File: config.mk
export PLATFORM = sky130hd
export DESIGN_NAME = underflow_status
export DESIGN_NICKNAME = d
export VERILOG_FILES = /design/src/verilog/underflow_pkg.sv /design/src/verilog/underflow_status.sv
export VERILOG_INCLUDE_DIRS = /design/src /design/src/verilog
export SDC_FILE = /design/constraint.sdc
export NUM_CORES = 1
export LEC_CHECK = 0
export ABC_AREA = 1
export BUFFER_PORTS_ARGS = -buffer_cell sky130_fd_sc_hd__buf_2
export CORE_MARGIN = 4
export CORE_UTILIZATION = 42
export DETAILED_ROUTE_END_ITERATION = 12
export PLACE_DENSITY_LB_ADDON = 0.15
export REMOVE_ABC_BUFFERS = 1
export SLEW_MARGIN = 20
export SYNTH_ARGS = -nofsm -noshare
export SYNTH_HDL_FRONTEND = slang
export SYNTH_SLANG_ARGS = --single-unit
File: constraint.sdc
create_clock -name clk_i -period 2.2 [get_ports clk_i]
set_input_delay 0.33 -clock clk_i [delete_from_list [all_inputs] [get_ports clk_i]]
set_output_delay 0.33 -clock clk_i [all_outputs]
set_load 0.005 [all_outputs]
File: src/verilog/underflow_params.svh
// Offsets, field positions, reset values and counts for the underflow status block
`ifndef UNDERFLOW_PARAMS_SVH
`define UNDERFLOW_PARAMS_SVH
`define SEQ_COUNT 4
`define FLAGS_OFFSET 8'h18
`define MASK_OFFSET 8'h1C
`define RIS_OFFSET 8'h24
`define FLAGS_RESET 4'h0
`define MASK_RESET 4'h0
`define FLAG_LSB 0
`define FLAG_MSB 3
`endif

File: src/verilog/underflow_pkg.sv
// Types shared by the underflow status block
package underflow_pkg;
  typedef logic [3:0] seq_vec_t;
  typedef struct packed {
    logic [7:0] adr;
    logic [31:0] dat;
    logic [3:0] sel;
    logic we;
    logic cyc;
    logic stb;
  } wb_req_t;
  typedef enum logic [1:0] {
    BUS_IDLE = 2'b01,
    BUS_ACK = 2'b10
  } bus_state_t;
endpackage

File: src/verilog/underflow_status.sv
// Sequencer result FIFO underflow status with Wishbone access and interrupt
// Operation
// - One flag per sequencer FIFO, bits 0-3
// - Read of empty FIFO sets its flag
// - Empty read: pointers held, zero data returned
// - Writing one clears that flag only
// - Flags reset zero; bits 31:4 read-only zero
//
// Chosen here: the Wishbone register port.
`include "underflow_params.svh"

module underflow_status
  import underflow_pkg::*;
(
  // Clock and reset
  input wire logic clk_i,
  input wire logic rst_i,
  // Wishbone slave
  input wire wb_req_t wb_i,
  output logic [31:0] wb_dat_o,
  output logic wb_ack_o,
  // FIFO side
  input wire seq_vec_t fifo_empty_i,
  input wire seq_vec_t fifo_rd_req_i,
  output seq_vec_t fifo_pop_o,
  output logic zero_data_o,
  // Interrupt
  output logic irq_o
);

  // ----------------------------------------------------------------
  // State
  // ----------------------------------------------------------------
  seq_vec_t flags, next_flags;
  seq_vec_t mask, next_mask;
  seq_vec_t pop, next_pop;
  logic zero_data, next_zero_data;
  logic irq, next_irq;
  logic ack, next_ack;
  bus_state_t state, next_state;
  logic [31:0] rdata, next_rdata;
  // Plain decodes, kept as signals so that the assertions can watch them
  seq_vec_t under;
  logic wr_hit;

  // Word read for a given offset; unmapped offsets read zero
  function automatic logic [31:0] read_word(input logic [7:0] adr, input seq_vec_t f,
                                            input seq_vec_t m);
    read_word = 32'h0000_0000;
    if (adr == `FLAGS_OFFSET) read_word = {28'h000_0000, f};
    else if (adr == `MASK_OFFSET) read_word = {28'h000_0000, m};
    else if (adr == `RIS_OFFSET) read_word = {28'h000_0000, f & m};
  endfunction

  // ----------------------------------------------------------------
  // FIFO side
  // ----------------------------------------------------------------
  // Underflow detection; only a non-empty FIFO is ever popped, so an empty
  // read leaves both of its pointers where they were
  always_comb
  begin
    under = fifo_rd_req_i & fifo_empty_i;
    next_pop = fifo_rd_req_i & ~fifo_empty_i;
    next_zero_data = |under;
  end

  // Pop and zero-data strobes stand for exactly one cycle per request
  always_ff @(posedge clk_i)
  begin
    if (rst_i)
    begin
      pop <= 4'h0;
      zero_data <= 1'b0;
    end
    else
    begin
      pop <= next_pop;
      zero_data <= next_zero_data;
    end
  end

  // ----------------------------------------------------------------
  // Status flags, mask and interrupt
  // ----------------------------------------------------------------
  // Clear first, then set, so an underflow in the clearing cycle survives
  always_comb
  begin
    wr_hit = (state == BUS_IDLE) && wb_i.cyc && wb_i.stb && wb_i.we && wb_i.sel[0];
    next_flags = flags;
    next_mask = mask;
    if (wr_hit && wb_i.adr == `FLAGS_OFFSET)
    begin
      next_flags = flags & ~wb_i.dat[`FLAG_MSB:`FLAG_LSB];
    end
    if (wr_hit && wb_i.adr == `MASK_OFFSET)
    begin
      next_mask = wb_i.dat[`FLAG_MSB:`FLAG_LSB];
    end
    next_flags = next_flags | under;
    // Built from the values being loaded, so irq moves on the same edge as the flags
    next_irq = |(next_flags & next_mask);
  end

  // Flags and mask; bits 31:4 have no storage, so writes there cannot land
  always_ff @(posedge clk_i)
  begin
    if (rst_i)
    begin
      flags <= `FLAGS_RESET;
      mask <= `MASK_RESET;
      irq <= 1'b0;
    end
    else
    begin
      flags <= next_flags;
      mask <= next_mask;
      irq <= next_irq;
    end
  end

  // ----------------------------------------------------------------
  // Wishbone slave
  // ----------------------------------------------------------------
  // One request is taken per idle cycle; the ack state refuses a second take
  // while the master still holds the request that it is about to release
  always_comb
  begin
    next_state = state;
    next_ack = 1'b0;
    next_rdata = rdata;
    unique case (state)
      BUS_IDLE:
        if (wb_i.cyc && wb_i.stb)
        begin
          next_state = BUS_ACK;
          next_ack = 1'b1;
          next_rdata = read_word(wb_i.adr, flags, mask);
        end
      BUS_ACK:
        next_state = BUS_IDLE;
    endcase
  end

  // Bus registers; ack has its own flop so the output is not a state decode
  always_ff @(posedge clk_i)
  begin
    if (rst_i)
    begin
      state <= BUS_IDLE;
      ack <= 1'b0;
      rdata <= 32'h0000_0000;
    end
    else
    begin
      state <= next_state;
      ack <= next_ack;
      rdata <= next_rdata;
    end
  end

  // ----------------------------------------------------------------
  // Outputs
  // ----------------------------------------------------------------
  // Every output straight from a flip-flop; ack answers one cycle after the take
  // The zero-data strobe tells the FIFO read path to hand back an all-zero word
  assign wb_ack_o = ack;
  assign wb_dat_o = rdata;
  assign fifo_pop_o = pop;
  assign zero_data_o = zero_data;
  assign irq_o = irq;

  // ----------------------------------------------------------------
  // Assertions
  // ----------------------------------------------------------------
  // Underflow, clear and sticky behaviour of the flags, empty-read pops and reserved read bits
  AST_SET: assert property (@(posedge clk_i) disable iff (rst_i)
    fifo_rd_req_i[0] && fifo_empty_i[0] |=> flags[0]) else $error("flag not set");
  AST_NOPOP: assert property (@(posedge clk_i) disable iff (rst_i)
    |(fifo_rd_req_i & fifo_empty_i) |=> zero_data_o && !(|(pop & $past(fifo_empty_i))))
    else $error("empty read popped or returned data");
  AST_CLR: assert property (@(posedge clk_i) disable iff (rst_i)
    wr_hit && wb_i.adr == `FLAGS_OFFSET && wb_i.dat[1] && !under[1] |=> !flags[1])
    else $error("flag not cleared");
  AST_OTHERS: assert property (@(posedge clk_i) disable iff (rst_i)
    wr_hit && wb_i.adr == `FLAGS_OFFSET && !wb_i.dat[2] && flags[2] |=> flags[2])
    else $error("other flag disturbed");
  AST_RSV: assert property (@(posedge clk_i) disable iff (rst_i)
    wb_ack_o |-> wb_dat_o[31:4] == 28'h000_0000) else $error("reserved bits nonzero");
  AST_STICKY: assert property (@(posedge clk_i) disable iff (rst_i)
    flags[3] && !(wr_hit && wb_i.adr == `FLAGS_OFFSET && wb_i.dat[3]) |=> flags[3])
    else $error("flag dropped");
  AST_WIN: assert property (@(posedge clk_i) disable iff (rst_i)
    under[0] && wr_hit && wb_i.adr == `FLAGS_OFFSET |=> flags[0])
    else $error("set lost to clear");
  // Reset leaves every flag and mask bit clear; checked on the first edge
  // after release, so that a reset in mid-run is covered as well
  AST_RST_ZERO: assert property (@(posedge clk_i)
    $fell(rst_i) |-> flags == `FLAGS_RESET && mask == `MASK_RESET)
    else $error("flags or mask not zero after reset");
  // Zero data and pops only ever follow the matching kind of read request
  AST_ZERO_ONLY: assert property (@(posedge clk_i) disable iff (rst_i)
    zero_data_o |-> |($past(fifo_rd_req_i) & $past(fifo_empty_i)))
    else $error("zero data without an empty read");
  AST_POP_ONLY: assert property (@(posedge clk_i) disable iff (rst_i)
    fifo_pop_o == ($past(fifo_rd_req_i) & ~$past(fifo_empty_i)))
    else $error("pop does not match the read requests");
  // An unmasked underflow raises the interrupt on the next cycle
  AST_IRQ_SET: assert property (@(posedge clk_i) disable iff (rst_i)
    |(under & mask) && !(wr_hit && wb_i.adr == `MASK_OFFSET) |=> irq_o)
    else $error("interrupt not raised");
  // Bus handshake: a request seen while idle is answered next cycle, once
  AST_TAKE: assert property (@(posedge clk_i) disable iff (rst_i)
    !wb_ack_o && wb_i.cyc && wb_i.stb |=> wb_ack_o)
    else $error("request not answered");
  AST_ACK: assert property (@(posedge clk_i) disable iff (rst_i)
    wb_ack_o |=> !wb_ack_o) else $error("ack held");
  // Main scenarios: underflow, clear, race of the two, pop and interrupt
  COV_UF: cover property (@(posedge clk_i) under[2]);
  COV_CLR: cover property (@(posedge clk_i) wr_hit && wb_i.adr == `FLAGS_OFFSET);
  COV_IRQ: cover property (@(posedge clk_i) irq_o);
  COV_RACE: cover property (@(posedge clk_i) under[0] && wr_hit && wb_i.adr == `FLAGS_OFFSET);
  COV_POP: cover property (@(posedge clk_i) fifo_pop_o == 4'hF);

endmodule // underflow_status

==> results.json, run 1 <==
{
  "status": "completed",
  "dpl.hpwl_um": 2100,
  "io_pins": 96,
  "synth.cell_area_um2": 1210,
  "viasPerCell": 4.60,
  "antenna_left": 0,
  "fmax_mhz": 700,
  "htree_levels": 1,
  "slew_violations": 0,
  "ys_seq_area_share_pct": 34.6,
  "fin_skew_ps": 4.71,
  "grt_pass1_vias": 908,
  "antenna_found_initial": 0,
  "vias": 1104,
  "tritoncts": "done",
  "clk_pin_slew_worst_paths_ps": 120,
  "crit_required_ps": 2400,
  "nets": 267,
  "powerDensity_nw_per_um2": 531,
  "path_class": "reg -> reg",
  "p_clk_share_pct": 26.2,
  "postPlaceCellArea_um2": 1320,
  "synthDistinctLibCells": 23,
  "firstDrtPassIters": 4,
  "finalSetupTns_ps": 0,
  "path_max_fanout": 7,
  "cpMaxStageDelayCell": "dfxtp_1",
  "min_period_ps": 1430,
  "post_cts_buffers": 0,
  "power_leakage_nw": 0.731,
  "synth-seq-cells": 21,
  "cp_common_cell": "nand2_1",
  "numCtsBuffers": 3,
  "yosys_warnings": 0,
  "dr.first_iter.drc_count": 32,
  "chipHeight_um": 61.8,
  "crit_buf_inv": 1,
  "diodes": 0,
  "intPower_uw": 514,
  "seqPwrFrac_pct": 57.3,
  "swShare_pct": 28.2,
  "syn_avg_cell_area_um2": 7.10,
  "cts_resized": 0,
  "area_growth_pct": 11.0,
  "start_kind": "flip-flop",
  "grt_max_degree": 13,
  "hold_viol": 0,
  "max_stage_delay_ps": 330,
  "max_cap_violations": 0,
  "cts_root_buf": "clkbuf_4",
  "hp-class": "in -> reg",
  "finalCritPeriodShare_pct": 65.0,
  "coreArea_um2": 2760,
  "cp_top_family": "simple AND/OR/NAND/NOR gates",
  "clk_latency_ps": 310,
  "layout-drive-gt1-share_pct": 26.3,
  "postLayoutCellArea_um2": 1350,
  "grt_use_total_pct": 13.9,
  "cts_hold_buf": 0,
  "overflow": 0,
  "syn-instance-count": 171,
  "setup_viol": 0,
  "dieArea_um2": 3810,
  "postRouteWirelength_um": 2510,
  "cp_data_arrival_time_ps": 1630,
  "crit_path_cell_trace": "inv_1, nor2_2, nand2_2, nor2_8, nand2_1, nand2_1, nand3_1, nand2_1, nand2_1, nor2_1, nor2_1",
  "row_count": 19,
  "drc_errors": 0,
  "place.gp.congestion": 0.852,
  "power.switching_uw": 202,
  "critPathCaptureType": "flip-flop",
  "clockBufferDepth": 2,
  "cts_sinks": 21,
  "grt_pass1_wl_um": 4010,
  "peakVddDrop_v": 0.000423,
  "rsz0062_at_grt": "false",
  "wl_per_cell_um": 10.5,
  "die_w_um": 61.8,
  "port_buffers": 36,
  "start_util_pct": 44.0,
  "comb_power_share_pct": 16.5
}
## cell families after synthesis
kind of cell	Yosys count	share of synthesized area, %
flip-flops	21	34.6
AND/OR/NAND/NOR	86	33.8
AO/OA/AOI/OAI	22	9.79
other	1	0.309
buffers and inverters	41	21.4
## cells in the mapped netlist
cell type	count	share of area (%)
nand2_1	42	13
clkinv_2	1	0.41
a41oi_1	1	0.72
nor2_2	5	2.6
a31oi_1	4	2.1
buf_4	28	17
nor3_1	1	0.41
nand2_4	1	0.93
o21ai_0	12	4.9
dfxtp_1	21	35
inv_1	10	3.1
clkbuf_1	1	0.31
inv_2	1	0.31
nor2_8	1	1.6
nand2_2	2	1.0
nor2_1	19	5.9
conb_1	1	0.31
nor2_4	2	1.9
nand3_1	8	3.3
and3_1	1	0.52
a21oi_1	5	2.1
nand4_1	2	1.0
nand3_2	2	1.6
## metrics by stage
stage | hold slack [ps] | worst slack [ps] | instances | util (%) | power (mW)
2_1_floorplan | 399 | 931 | 169 | - | 0.484
3_3_place_gp | 490 | 661 | 236 | 47.9 | 0.532
3_5_place_dp | 499 | 619 | 236 | 47.9 | 0.536
4_1_cts | 163 | 763 | 240 | 48.9 | 0.726
5_1_grt | 148 | 589 | 240 | 48.9 | 0.764
6_report | 172 | 771 | 240 | 48.9 | 0.716
## power groups by stage
stage / logic, mW / registers, mW / clock network [mW]
final: 0.118 / 0.410 / 0.187
after global routing: 0.138 / 0.413 / 0.213
after CTS: 0.118 / 0.410 / 0.198
after detailed placement: 0.118 / 0.419 / 0
after global placement: 0.114 / 0.418 / 0
after floorplan: 0.0658 / 0.419 / 0
## layout make-up
| type | count | area [µm²] |
|---|---|---|
| flip-flops and latches | 21 | 420 |
| repair buffers | 36 | 180 |
| fillers | 301 | 1410 |
| multi-input cells | 136 | 634 |
| clock buffers | 3 | 22.5 |
| well taps | 31 | 38.8 |
| clock inverters | 1 | 5.00 |
| inverters | 12 | 46.3 |
## metal layers
layer	routed length (µm)	track usage [%]	share of wire, %	up-vias
li1	-	-	-	567
met3	279	4.75	11	2
met2	1170	21.7	47	54
met1	1040	18.3	41	481
met4	18	3.64	0.72	0
met5	0	0	0	-
## layout by cell type, fill, tap and decap left out, drive strengths merged
cell	instances
a41oi	1
nand3	10
nor2	27
a21oi	5
dfxtp	21
clkinv	2
nor3	1
o21ai	12
clkbuf	3
conb	28
nand4	2
buf	36
nand2	45
inv	11
a31oi	4
and3	1
## final timing paths
path	startpoint	endpoint	slack (ps)	cells after the start
setup / recovery	state[0]$_SDFFE_PP1P_	irq_o$_SDFF_PP0_	770	11
hold / removal	fifo_empty_i[2]	fifo_pop_o[2]$_SDFF_PP0_	170	2
setup reg to reg	state[0]$_SDFFE_PP1P_	irq_o$_SDFF_PP0_	770	11
hold reg to reg	mask[1]$_SDFF_PP0_	mask[1]$_SDFF_PP0_	510	2
## state kept, by name (all words and copies together) (netlist names)
signal       flops
fifo_pop_o       4
flags            4
irq_o            1
mask             4
state            2
wb_ack_o         1
wb_dat_o         4
zero_data_o      1
(Power assumes the default switching activity.)
==> run 2: changes to the inputs <==
--- a/config.mk
+++ b/config.mk
@@ -9,7 +9,7 @@
 export ABC_AREA = 1
 export BUFFER_PORTS_ARGS = -buffer_cell sky130_fd_sc_hd__buf_2
 export CORE_MARGIN = 4
-export CORE_UTILIZATION = 42
+export CORE_UTILIZATION = 39
 export DETAILED_ROUTE_END_ITERATION = 12
 export PLACE_DENSITY_LB_ADDON = 0.15
 export REMOVE_ABC_BUFFERS = 1
==> constraint.sdc (replaced) <==
create_clock -name clk_i -period 1.4 [get_ports clk_i]
set_input_delay 0.21 -clock clk_i [delete_from_list [all_inputs] [get_ports clk_i]]
set_output_delay 0.21 -clock clk_i [all_outputs]
set_load 0.005 [all_outputs]
==> results.json, run 2 (synthesized netlist as in run 1, its figures left out) <==
{
  "reg2reg_from": "state[0]$_SDFFE_PP1P_",
  "numCtsBuffers": 3,
  "status": "completed",
  "hp-class": "in -> reg",
  "wl_per_cell_um": 10.5,
  "grt_pass1_vias": 1011,
  "row_count": 19,
  "setup_viol": 0,
  "min_period_ps": 1370,
  "io_pins": 96,
  "pre_cts_ws_ps": -17.1,
  "power_leakage_nw": 0.777,
  "peakVddDrop_v": 0.000400,
  "postLayoutCellArea_um2": 1420,
  "clockBufferDepth": 2,
  "cts_root_buf": "clkbuf_4",
  "cts_hold_buf": 0,
  "grt_pass1_wl_um": 4310,
  "final_cells": 244,
  "dr.first_iter.drc_count": 26,
  "postRouteWirelength_um": 2570,
  "path_max_fanout": 5,
  "diodes": 0,
  "path_class": "reg -> reg",
  "dpl.cell_count": 238,
  "tritoncts": "done",
  "coreArea_um2": 2850,
  "slew_violations": 0,
  "nets": 271,
  "rr_worst_depth": 11,
  "finalCritPeriodShare_pct": 97.8,
  "firstDrtPassIters": 2,
  "hold_start": "fifo_empty_i[0]",
  "start_util_pct": 42.5,
  "hold_viol": 0,
  "grt_max_degree": 13,
  "port_buffers": 36,
  "chipHeight_um": 63.8,
  "setup_slack_ps": 30.9,
  "powerDensity_nw_per_um2": 803,
  "crit_required_ps": 1600,
  "drc_errors": 0,
  "area_growth_pct": 16.9,
  "cp_data_arrival_time_ps": 1570,
  "cts_sinks": 21,
  "min_to": "fifo_pop_o[0]$_SDFF_PP0_",
  "r2r_slack_ps": 30,
  "mostFrequentLayoutCells": "nand2_1, buf_2, conb_1",
  "htree_levels": 1,
  "clk_pin_slew_worst_paths_ps": 120,
  "antenna_found_initial": 0,
  "die_w_um": 63.8,
  "viasPerCell": 4.57,
  "vias": 1115,
  "fmax_mhz": 730,
  "antenna_left": 0,
  "clk_latency_ps": 300,
  "finalSetupTns_ps": 0,
  "dieArea_um2": 4070,
  "start_kind": "flip-flop",
  "fin_skew_ps": 3.27,
  "rsz0062_at_grt": "true",
  "critPathCaptureType": "flip-flop",
  "postPlaceCellArea_um2": 1340,
  "place.gp.congestion": 0.781,
  "dpl.hpwl_um": 2150,
  "grt_use_total_pct": 12.9,
  "r2r_end": "irq_o$_SDFF_PP0_",
  "min_path_cells": 2,
  "max_cap_violations": 0,
  "layout-drive-gt1-share_pct": 31.5,
  "overflow": 0
}
[run 2: changes by cell type in the layout (fill, tap and decap cells not counted), moves of 3 or more]
cell     change
buf_4        +3
nand2_1      -6
nand2_2      +3
nand2_4      +3
[run 2: worst max-delay path by stage]
stage / depth (start not counted) / slack [ps] / endpoint / start
after floorplan: 11 / 180 / irq_o$_SDFF_PP0_ / state[0]$_SDFFE_PP1P_
after global placement: 11 / -5 / irq_o$_SDFF_PP0_ / wb_i[46]
after detailed placement: 11 / -20 / irq_o$_SDFF_PP0_ / wb_i[40]
after CTS: 11 / 20 / irq_o$_SDFF_PP0_ / state[0]$_SDFFE_PP1P_
after global routing: 11 / -90 / irq_o$_SDFF_PP0_ / state[0]$_SDFFE_PP1P_
final: 11 / 30 / irq_o$_SDFF_PP0_ / state[0]$_SDFFE_PP1P_
[run 2: worst max-delay path, cell delays in order (launching register included)]
cell	delay, ps
dfxtp_2	340
inv_2	40
nor2_4	110
nand2_4	80
nor2_8	180
nand2_4	110
nand2_2	90
nand2_1	60
nand2_1	60
nand2_1	60
nor2_1	90
nor2_1	50
[run 2: repair_timing]
| item | in CTS | in global routing |
|---|---|---|
| setup buffers | 0 | 2 |
| hold endpoints to repair | 0 | 0 |
| resized for setup | 0 | 14 |
| setup endpoints to repair | 0 | 1 |
[run 2: stage by stage]
| step | util (%) | total power [mW] | hold slack [ps] |
|---|---|---|---|
| detailed placement | 46.8 | 0.843 | 386 |
| floorplan | - | 0.761 | 279 |
| global placement | 46.8 | 0.837 | 382 |
| CTS | 47.8 | 1.14 | 51.3 |
| global route | 49.7 | 1.21 | 48.3 |
| finish | 49.7 | 1.14 | 57.3 |
[run 2: report_power, final]
part | leakage, nW | internal (mW) | switching, mW
logic | 0.587 | 0.0796 | 0.119
clock network | 0.0177 | 0.106 | 0.188
registers | 0.172 | 0.630 | 0.0166
[run 2: area by class of cell]
type | instances | area, µm²
fillers | 311 | 1430
clock inverters | 1 | 5.00
repair buffers | 40 | 214
flip-flops and latches | 21 | 422
multi-input cells | 136 | 669
inverters | 12 | 47.5
well taps | 31 | 38.8
clock buffers | 3 | 22.5
[run 2: per-layer routing]
metal	share of wire (%)	routed length (µm)	GRT usage (%)
met4	0.82	21	3.23
met2	48	1240	22.1
met3	8.0	205	2.80
met1	43	1100	16.4
met5	0	0	0
